<file path="src/hdl/cou_defines.vh">
`ifndef COU_DEFINES_VH
`define COU_DEFINES_VH

// ----------------------------------------
// Compare operation codes
// ----------------------------------------
`define COU_OP_W         4
`define COU_OP_EQ        4'h0
`define COU_OP_GE        4'h1
`define COU_OP_GEU       4'h2
`define COU_OP_GT        4'h3
`define COU_OP_PB_EQ     4'h4
`define COU_OP_PH_EQ     4'h5
`define COU_OP_FEQ       4'h6
`define COU_OP_FGE       4'h7

// ----------------------------------------
// Widths and lanes
// ----------------------------------------
`define COU_DATA_W       32
`define COU_IMM_W        9
`define COU_CR_W         4
`define COU_DEST_W       6

// ----------------------------------------
// Single precision field positions
// ----------------------------------------
`define COU_FP_SIGN      31
`define COU_FP_EXP_HI    30
`define COU_FP_EXP_LO    23
`define COU_FP_MAN_HI    22
`define COU_FP_EXP_ONES  8'hff

// ----------------------------------------
// Timing counts in cycles
// ----------------------------------------
`define COU_CR_JUMP_LAT  2
`define COU_CNT_W        2

`endif

</file>
<file path="src/hdl/cou_compare_unit.v">
// Operation
// - Scalar equality compares both 32-bit operands as signed values and yields 1 when equal.
// - Signed greater-or-equal yields 1 when the first signed operand is not below the second.
// - Unsigned greater-or-equal zero-extends an immediate second operand and yields 1 when first >= second.
// - Signed greater-than yields 1 only when the first signed operand strictly exceeds the second.
// - A condition result may feed a conditional jump only 2 cycles after its compare issues.
// - Apart from jumps, a condition result is readable by any following operation at once.
// - Packed byte equality to a condition register puts lane j's flag in condition bit j.
// - Packed byte equality to a general register writes 1 or 0 into each byte lane.
// - Packed half equality to a condition register copies lane j's flag into bits 2j and 2j+1.
// - Packed half equality to a general register writes 1 or 0 into each 16-bit half.
// - Float equality treats operands as single precision with the unit's own equality function.
// - Float greater-or-equal yields 1 when the first single precision value is >= the second.
// - Compares have no placement limits and never raise an exception for any operands.
`timescale 1ns/1ps
`include "cou_defines.vh"

module cou_compare_unit #(
  parameter IMM_W   = `COU_IMM_W,
  parameter DEST_W  = `COU_DEST_W,
  parameter JUMP_LAT = `COU_CR_JUMP_LAT
) (
  input  wire                    i_clock,
  input  wire                    i_reset,
  input  wire                    i_issue,
  input  wire [`COU_OP_W-1:0]    i_opcode,
  input  wire                    i_dest_is_condition,
  input  wire                    i_use_immediate,
  input  wire [DEST_W-1:0]       i_dest_index,
  input  wire [`COU_DATA_W-1:0]  i_first_operand,
  input  wire [`COU_DATA_W-1:0]  i_second_operand,
  input  wire [IMM_W-1:0]        i_immediate_second_operand,
  output reg                     o_result_valid,
  output reg  [DEST_W-1:0]       o_dest_index,
  output reg                     o_general_write,
  output reg  [`COU_DATA_W-1:0]  o_general_result,
  output reg                     o_condition_write,
  output reg  [`COU_CR_W-1:0]    o_condition_result,
  output reg                     o_jump_hold
);

  // ----------------------------------------
  // Immediate extension
  // ----------------------------------------
  function [`COU_DATA_W-1:0] cou_extend;
    input [IMM_W-1:0] value;
    input             signed_form;
    begin
      cou_extend = {{(`COU_DATA_W-IMM_W){signed_form & value[IMM_W-1]}}, value};
    end
  endfunction

  // ----------------------------------------
  // Operand selection
  // ----------------------------------------
  wire                   signed_form;
  wire                   packed_or_float;
  wire [`COU_DATA_W-1:0] second_value;

  assign signed_form     = (i_opcode != `COU_OP_GEU);
  // Packed and float forms have no immediate variant
  assign packed_or_float = (i_opcode == `COU_OP_PB_EQ) || (i_opcode == `COU_OP_PH_EQ) ||
                           (i_opcode == `COU_OP_FEQ)   || (i_opcode == `COU_OP_FGE);
  assign second_value    = (i_use_immediate && !packed_or_float) ?
                           cou_extend(i_immediate_second_operand, signed_form) :
                           i_second_operand;

  // ----------------------------------------
  // Scalar compares
  // ----------------------------------------
  wire scalar_equal;
  wire signed_ge;
  wire unsigned_ge;
  wire signed_gt;

  assign scalar_equal = (i_first_operand == second_value);
  assign signed_ge    = ($signed(i_first_operand) >= $signed(second_value));
  assign unsigned_ge  = (i_first_operand >= second_value);
  assign signed_gt    = ($signed(i_first_operand) > $signed(second_value));

  // ----------------------------------------
  // Packed lane compares
  // ----------------------------------------
  reg [3:0] byte_equal;
  reg [1:0] half_equal;
  integer   byte_lane;
  integer   half_lane;

  always @* begin
    byte_equal = 4'h0;
    for (byte_lane = 0; byte_lane < 4; byte_lane = byte_lane + 1) begin
      byte_equal[byte_lane] = (i_first_operand[byte_lane*8 +: 8] ==
                               i_second_operand[byte_lane*8 +: 8]);
    end
  end

  always @* begin
    half_equal = 2'h0;
    for (half_lane = 0; half_lane < 2; half_lane = half_lane + 1) begin
      half_equal[half_lane] = (i_first_operand[half_lane*16 +: 16] ==
                               i_second_operand[half_lane*16 +: 16]);
    end
  end

  // ----------------------------------------
  // Float compares
  // ----------------------------------------
  wire float_equal;
  wire float_ge;

  cou_fp_compare u_fp_compare (
    .i_first         (i_first_operand),
    .i_second        (i_second_operand),
    .o_equal         (float_equal),
    .o_greater_equal (float_ge)
  );

  // ----------------------------------------
  // Result shaping
  // ----------------------------------------
  reg                   scalar_flag;
  reg                   lane_form;
  reg [`COU_DATA_W-1:0] lane_general;
  reg [`COU_CR_W-1:0]   lane_condition;

  // unknown codes give 0, never a trap
  always @* begin
    scalar_flag    = 1'b0;
    lane_form      = 1'b0;
    lane_general   = 32'h00000000;
    lane_condition = 4'h0;
    case (i_opcode)
      `COU_OP_EQ: begin
        scalar_flag = scalar_equal;
      end
      `COU_OP_GE: begin
        scalar_flag = signed_ge;
      end
      `COU_OP_GEU: begin
        scalar_flag = unsigned_ge;
      end
      `COU_OP_GT: begin
        scalar_flag = signed_gt;
      end
      `COU_OP_PB_EQ: begin
        lane_form      = 1'b1;
        // value 1 in each equal byte
        lane_general   = {7'h00, byte_equal[3], 7'h00, byte_equal[2],
                          7'h00, byte_equal[1], 7'h00, byte_equal[0]};
        // lane j to condition bit j
        lane_condition = byte_equal;
      end
      `COU_OP_PH_EQ: begin
        lane_form      = 1'b1;
        // value 1 in each equal half
        lane_general   = {15'h0000, half_equal[1], 15'h0000, half_equal[0]};
        // lane j to bits 2j and 2j+1
        lane_condition = {half_equal[1], half_equal[1], half_equal[0], half_equal[0]};
      end
      `COU_OP_FEQ: begin
        scalar_flag = float_equal;
      end
      `COU_OP_FGE: begin
        scalar_flag = float_ge;
      end
      default: begin
        scalar_flag = 1'b0;
      end
    endcase
  end

  wire [`COU_DATA_W-1:0] next_general_result;
  wire [`COU_CR_W-1:0]   next_condition_result;

  // scalar flag in bit 0, upper bits clear
  assign next_general_result   = lane_form ? lane_general : {31'h00000000, scalar_flag};
  assign next_condition_result = lane_form ? lane_condition : {3'h0, scalar_flag};

  // ----------------------------------------
  // Result registers
  // ----------------------------------------
  // condition value visible the cycle after issue
  always @(posedge i_clock or posedge i_reset) begin
    if (i_reset) begin
      o_result_valid     <= 1'b0;
      o_dest_index       <= {DEST_W{1'b0}};
      o_general_write    <= 1'b0;
      o_general_result   <= 32'h00000000;
      o_condition_write  <= 1'b0;
      o_condition_result <= 4'h0;
    end else begin
      o_result_valid    <= i_issue;
      o_general_write   <= i_issue & !i_dest_is_condition;
      o_condition_write <= i_issue & i_dest_is_condition;
      if (i_issue) begin
        o_dest_index <= i_dest_index;
        if (i_dest_is_condition) begin
          o_condition_result <= next_condition_result;
        end else begin
          o_general_result <= next_general_result;
        end
      end
    end
  end

  // ----------------------------------------
  // Conditional jump interlock
  // ----------------------------------------
  // Counts down the cycles a new condition is still unfit for a jump
  reg [`COU_CNT_W-1:0] jump_wait;
  reg [`COU_CNT_W-1:0] next_jump_wait;

  // hold jumps until 2 cycles after issue
  always @* begin
    if (i_issue && i_dest_is_condition) begin
      next_jump_wait = JUMP_LAT[`COU_CNT_W-1:0] - 2'h1;
    end else if (jump_wait != 2'h0) begin
      next_jump_wait = jump_wait - 2'h1;
    end else begin
      next_jump_wait = 2'h0;
    end
  end

  // Issue cycle itself is covered by the pipeline; hold covers the gap after it
  always @(posedge i_clock or posedge i_reset) begin
    if (i_reset) begin
      jump_wait   <= 2'h0;
      o_jump_hold <= 1'b0;
    end else begin
      jump_wait   <= next_jump_wait;
      o_jump_hold <= (next_jump_wait != 2'h0);
    end
  end

endmodule // cou_compare_unit

</file>
<file path="src/hdl/cou_fp_compare.v">
`timescale 1ns/1ps
`include "cou_defines.vh"

// ----------------------------------------
// Single precision equal and greater-or-equal
// ----------------------------------------
module cou_fp_compare (
  input  wire [31:0] i_first,
  input  wire [31:0] i_second,
  output reg         o_equal,
  output reg         o_greater_equal
);

  wire nan_first;
  wire nan_second;
  wire both_zero;
  wire any_nan;

  // NaN never compares true; signed zeros are equal
  assign nan_first  = (i_first[`COU_FP_EXP_HI:`COU_FP_EXP_LO] == `COU_FP_EXP_ONES) &&
                      (i_first[`COU_FP_MAN_HI:0] != 23'h000000);
  assign nan_second = (i_second[`COU_FP_EXP_HI:`COU_FP_EXP_LO] == `COU_FP_EXP_ONES) &&
                      (i_second[`COU_FP_MAN_HI:0] != 23'h000000);
  assign any_nan    = nan_first | nan_second;
  assign both_zero  = (i_first[30:0] == 31'h00000000) && (i_second[30:0] == 31'h00000000);

  always @* begin
    o_equal = !any_nan && ((i_first == i_second) || both_zero);
  end

  // float greater or equal, sign-magnitude order
  always @* begin
    if (any_nan) begin
      o_greater_equal = 1'b0;
    end else if (both_zero) begin
      o_greater_equal = 1'b1;
    end else if (i_first[`COU_FP_SIGN] != i_second[`COU_FP_SIGN]) begin
      o_greater_equal = !i_first[`COU_FP_SIGN];
    end else if (!i_first[`COU_FP_SIGN]) begin
      o_greater_equal = (i_first[30:0] >= i_second[30:0]);
    end else begin
      o_greater_equal = (i_first[30:0] <= i_second[30:0]);
    end
  end

endmodule // cou_fp_compare

</file>
<file path="config.mk">
export PLATFORM = sky130hd
export DESIGN_NAME = cou_compare_unit
export DESIGN_NICKNAME = d
export VERILOG_FILES = /design/src/hdl/cou_compare_unit.v /design/src/hdl/cou_fp_compare.v
export VERILOG_INCLUDE_DIRS = /design/src /design/src/hdl
export SDC_FILE = /design/constraint.sdc
export NUM_CORES = 1
export LEC_CHECK = 0
export ABC_AREA = 1
export BUFFER_PORTS_ARGS = -buffer_cell sky130_fd_sc_hd__buf_2
export CORE_MARGIN = 2
export CORE_UTILIZATION = 46
export CTS_CLUSTER_DIAMETER = 200
export DETAILED_ROUTE_END_ITERATION = 10
export PLACE_DENSITY_LB_ADDON = 0.2
export SKIP_CTS_REPAIR_TIMING = 1
export SLEW_MARGIN = 20
export SYNTH_ARGS = -nofsm -noshare
export SYNTH_HDL_FRONTEND = slang
export SYNTH_SLANG_ARGS = --single-unit
</file>
<file path="constraint.sdc">
create_clock -name i_clock -period 0.8 [get_ports i_clock]
set_clock_uncertainty 0.2 [all_clocks]
set_input_delay 0 -clock i_clock [delete_from_list [all_inputs] [get_ports i_clock]]
set_output_delay 0 -clock i_clock [all_outputs]
set_load 0.01 [all_outputs]
</file>
Word-level counts from Yosys, hierarchy flattened

Cells that the tools add are included.

Eq/ne operators: 19
Reduce and logical (&&, ||, !) cells: 24
Order comparisons: 5
Bitwise logic cells: 5
Add/subtract/negate cells: 1
Multiplexer cells: 13

Operators by type and width:

| cell                                           | count |
|---|---|
| == test 32 bit                                 | 2 |
| >= comparator 32 bit                           | 2 |
| two-way mux 32 bit                             | 2 |
| logical NOT 31 bit                             | 2 |
| one-hot mux 25 bit (2 select lines)            | 1 |
| nonzero test 23 bit                            | 2 |
| == test 16 bit                                 | 2 |
| == test 8 bit                                  | 4 |
| > comparator 32 bit                            | 1 |
| >= comparator 31 bit                           | 1 |
| <= comparator 31 bit                           | 1 |
| == test 4 x 3 -> 1 bit (second input constant) | 4 |
| == test 8 bit (second input constant)          | 2 |
| == test 4 x 2 -> 1 bit (second input constant) | 2 |
| one-hot mux 4 bit (2 select lines)             | 1 |
| logical AND 1 bit                              | 6 |
| one-hot mux 1 bit (6 select lines)             | 1 |
| two-way mux 1 bit                              | 5 |
| == test 4 x 1 -> 1 bit (second input constant) | 1 |
| logical NOT 1 bit                              | 4 |
| logical NOT 4 bit                              | 1 |
| logical OR 1 bit                               | 4 |
| two-way mux 2 bit                              | 2 |
| two-way mux 4 bit                              | 1 |
| 9 further kinds                                | 13 |

Register bits after elaboration: 48
Logic and storage cells: 75
Output and inout bits: 46
Input port bits: 88

Depth between registers and ports, before layout

Depth after elaboration: 10
Mapped depth: 24
Mapped depth without buffers: 23

Cells and area by module

A second synthesis with hierarchy kept.

Cells, all modules: 572
Area total of the unflattened synthesis: 3751.1 um2

By module, submodules not included:

| module           | cells each | area an instance (um2) | seq. area each (um2) | instances |
|---|---|---|---|---|
| cou_compare_unit | 348        | 2503.7                 | 500.5                | 1 |
| cou_fp_compare   | 224        | 1247.4                 | 0.0                  | 1 |

Least setup slack after synthesis

No wires, ideal clock.

Path kind: input port to flip-flop
Start point: input port i_opcode[2]
End point: register o_condition_result[0]
Setup time: 0.117 ns
Data required time: 0.483 ns
Arrival: 2.022 ns
Path slack: -1.539 ns
Path buffers: 1
Stages on the path: 22
Path through: inv_1 nor2_1 inv_2 nand2_2 inv_2 o21ai_1 buf_2 o21ai_0 ha_1 nand2_2 inv_2 nand2_2 nor2_2 nand2_2 nor2_4 nand2_2 nand4_2 nand2_1 nand3_2 nand4_2 nand2_1 nand2_1

Longest elaborated chain between the ends: 10
Elaborated cells between the ends (all ways): 25
Those cells by class: order compare: 3; eq/ne: 9; mux: 5; bitwise: 1; reduce/logical: 7

RTL lines:

| what                                        | line                   | RTL |
|---|---|---|
| start, declared                             | cou_compare_unit.v:26  | `` input wire [`COU_OP_W-1:0] i_opcode, `` |
| == test 4 x 3 -> 1 bit                      | cou_compare_unit.v:132 | `case (i_opcode)` |
| logical OR 1 bit (3 in series)              | cou_compare_unit.v:62  | `` assign packed_or_float = (i_opcode == `COU_OP_PB_EQ) \|\| (i_opcode == `COU_OP_PH_EQ) \|\| `` |
| logical NOT 1 bit                           | cou_compare_unit.v:64  | `assign second_value = (i_use_immediate && !packed_or_float) ?` |
| logical AND 1 bit                           | cou_compare_unit.v:64  |  |
| two-way mux 32 bit                          | cou_compare_unit.v:64  |  |
| > comparator 32 bit (tied with other cells) | cou_compare_unit.v:79  | `assign signed_gt = ($signed(i_first_operand) > $signed(second_value));` |
| one-hot mux 1 bit (6 select lines)          | cou_compare_unit.v:132 |  |
| two-way mux 4 bit (*)                       | cou_compare_unit.v:177 | `assign next_condition_result = lane_form ? lane_condition : {3'h0, scalar_flag};` |
| end signal, assigned                        | cou_compare_unit.v:198 | `o_condition_result <= next_condition_result;` |
| end, declared                               | cou_compare_unit.v:38  | `` output reg [`COU_CR_W-1:0] o_condition_result, `` |

Mark *: on every way between the ends. The rest lies on a longest branch, timed or not.
A chain may end at the register's enable or synchronous reset.

Final worst setup path

Start point: input port i_opcode[0]
End point: register o_general_result[0]

Longest elaborated chain between the ends: 10
Elaborated cells between the ends (all ways): 25
Those cells by class: order compare: 3; eq/ne: 9; mux: 5; bitwise: 1; reduce/logical: 7

RTL lines:

| what                                        | line                   | RTL |
|---|---|---|
| == test 4 x 3 -> 1 bit                      | cou_compare_unit.v:132 |  |
| logical OR 1 bit (3 in series)              | cou_compare_unit.v:62  |  |
| logical NOT 1 bit                           | cou_compare_unit.v:64  |  |
| logical AND 1 bit                           | cou_compare_unit.v:64  |  |
| two-way mux 32 bit                          | cou_compare_unit.v:64  |  |
| > comparator 32 bit (tied with other cells) | cou_compare_unit.v:79  |  |
| one-hot mux 1 bit (6 select lines)          | cou_compare_unit.v:132 |  |
| two-way mux 32 bit (*)                      | cou_compare_unit.v:176 | `assign next_general_result = lane_form ? lane_general : {31'h00000000, scalar_flag};` |
| end signal, assigned                        | cou_compare_unit.v:200 | `o_general_result <= next_general_result;` |
| end, declared                               | cou_compare_unit.v:36  | `` output reg [`COU_DATA_W-1:0] o_general_result, `` |

Marked as above.

==> metrics.txt <==
status finished, violations left; failing checks hold timing, setup timing; via count 4,122; Arr. time, crit path 2.24 ns; Top Ports 134; cell area after layout 0.00548 mm²; total number of yosys warnings 0; final WL 11.0 mm; area of the core 0.00725 mm²; layout cells sized above 1 41.3%; Max-cap violations 0; DR vias/cell 4.89; Root Buffer clkbuf_8; total congestion overflow 0; Hold WS -0.255 ns; Final Hold Viols 14; GRT Total Usage 23.6%; Hold Crit Endpoint o_dest_index[5]; Worst R2R Start o_general_result[24]; Post-Place Cell Area 0.00488 mm²; cell mode on critical path nand2_1; Synth-to-Final Area Change 58.3%; post-layout min period 2.28 ns; Req. time, crit path 0.76 ns; Sink Count 20; sequential area share after synthesis 14.5%; CTS clock-pin slew for the worst setup and hold paths 0.07 ns; Setup WS post-layout -1.48 ns; CP Launch Type input port; vias in the first global route 3,818; H-Tree Depth 1; number of synthesized register bits 20; Nets 896; DR WL/cell 13.0 µm; Post-Synthesis Cells 561; Reg-to-Reg End o_general_result[24]; die height 90.8 µm; port bufs 105; worst r2r path cells 3; antenna violations before repair 0; first-pass GRT wire length 16.5 mm; dpl hpwl 8.51 mm; CP Max Fanout 6; CP Capture Type flip-flop; Post-synth EDFFs 0; dpl cells 824; peak supply drop 0.561 mV; Bufs on Longest Clock Path 2; Worst-Skew Late Latency 0.25 ns; Leakage 0.00300 µW; 1st-iter DRT viols 195; setup TNS -10.06 ns; CP Cell Sequence buf_8 > inv_2 > and3_4 > o21ai_4 > clkbuf_16 > o21ai_1 > ha_1 > nand2_1 > inv_1 > nand2_2 > nor2_4 > nand2_2 > nor2_4 > nand2_2 > nand4_4 > nand2_1 > inv_2 > nor2_4 > nand4_4 > nand2_1 > nand2_1; RD Place Congestion 0.880; Final setup viols 34; fin. max-slew vios 0; Netlist Area Pre-Place 0.00346 mm²; ys async rst share 100%; Initial Util 47.7%; max frequency 0.439 GHz; DRC viols 0; largest net degree at the start of global routing 25; Die ar. 0.00824 mm²; Antenna diodes 0; Num CTS Buffers 3; fin cells 843; Tcrit/Tclk final 285%; hold path depth 3; row count 31; crit-path max cell delay 0.32 ns; Top FF cell, synth dfrtp_1; Hold Path Origin i_dest_index[5]; worst reg-to-reg setup slack -0.15 ns; TritonCTS clock tree built; dpl ws -1.67 ns; Setup CP Type input port to flip-flop; most frequent cells in the layout 143 x nand2_1, 85 x buf_2, 69 x buf_4, 58 x inv_1, 54 x nor2_1; RSZ-0062 raised after global routing true; syn_area_per_cell 6.17 µm²; 1st-pass router iterations 5; hold crit path type input port to flip-flop; Pwr Density 860 mW/mm²; Slowest-stage cell, CP ha_1; most common cell after layout, fill and taps aside nand2_1; ANT nets after route 0; die width 90.8 µm; post-synthesis cell type count 32
==> worst max-delay path, delay by kind of cell <==
kind	cells	cell delay (ns)
buffers and inverters	5	0.43
adders and majority gates	1	0.32
AOI/OAI and AO/OA	2	0.36
and+or+nand+nor	13	1.13
==> cell usage after synthesis (6+ instances only) <==
| cell | n | area, µm² |
|---|---|---|
| a21oi_1 | 19 | 95.1 |
| buf_4 | 28 | 210 |
| dfrtp_1 | 20 | 500 |
| ha_1 | 63 | 788 |
| inv_1 | 86 | 323 |
| inv_2 | 6 | 22.5 |
| nand2_1 | 165 | 619 |
| nand3_1 | 20 | 100 |
| nand4_1 | 11 | 68.8 |
| nor2_1 | 62 | 233 |
| nor2_2 | 6 | 37.5 |
| o21ai_0 | 33 | 165 |
==> sequential cells by signal, indices dropped and copies added (netlist names) <==
| name | flops |
|---|---|
| o_result_valid | 1 |
| o_condition_result | 4 |
| jump_wait | 2 |
| o_general_result | 4 |
| o_jump_hold | 1 |
| o_condition_write | 1 |
| o_general_write | 1 |
| o_dest_index | 6 |
==> where the power goes <==
group / internal [µW] / leakage [µW] / switching, µW / total, µW
Sequential: 1070 / 0.000257 / 38.8 / 1110
Combinational: 1320 / 0.00271 / 1520 / 2840
Clock: 438 / 0.0000288 / 329 / 767
Total: 2830 / 0.00300 / 1890 / 4720
==> area by class of cell <==
class                      count  area, µm²
multi-input combinational    440       3030
tap                           99        124
sequential                    20        500
timing repair buffer         186       1350
fill                         588       1770
clock buffer                   4       55.1
inverter                      94        425
==> per-stage QoR <==
stage	hold slack, ns	total power, µW	utilization [%]
floorplan	-0.236	2630	-
global placement	-0.172	3440	67.2
detailed placement	-0.170	3530	67.2
CTS	-0.444	4300	68.0
global route	-0.245	5090	75.6
finish	-0.255	4720	75.6
==> logic make-up (layout without fill, tap and decap cells) <==
group | Yosys count | in the layout | share of synthesized area, %
AOI/OAI and AO/OA | 63 | 63 | 9.68
and+or+nand+nor | 284 | 284 | 35.4
other | 1 | 28 | 0.108
DFF | 20 | 20 | 14.5
buffers and inverters | 128 | 284 | 17.0
muxes | 2 | 2 | 0.578
adders and majority gates | 63 | 63 | 22.8
==> per-layer routing <==
layer | track usage [%] | vias to the layer above | wire [µm]
met5 | 0 | - | 0
met1 | 30.0 | 1874 | 4630
met2 | 43.7 | 134 | 5630
li1 | - | 2104 | -
met3 | 2.59 | 10 | 608
met4 | 3.66 | 0 | 112
==> how the worst max path moves through the flow <==
stage / start / to / slack, ns / cells past startpoint
floorplan: i_opcode[2] / o_condition_result[0] / -1.33 / 22
global placement: i_opcode[2] / o_condition_result[0] / -1.60 / 20
detailed placement: i_opcode[2] / o_condition_result[0] / -1.67 / 20
CTS: i_opcode[2] / o_condition_result[0] / -1.40 / 20
global route: i_opcode[0] / o_condition_result[0] / -1.60 / 19
finish: i_opcode[0] / o_general_result[0] / -1.48 / 21
Note: power is estimated with default switching activity, not from simulation.
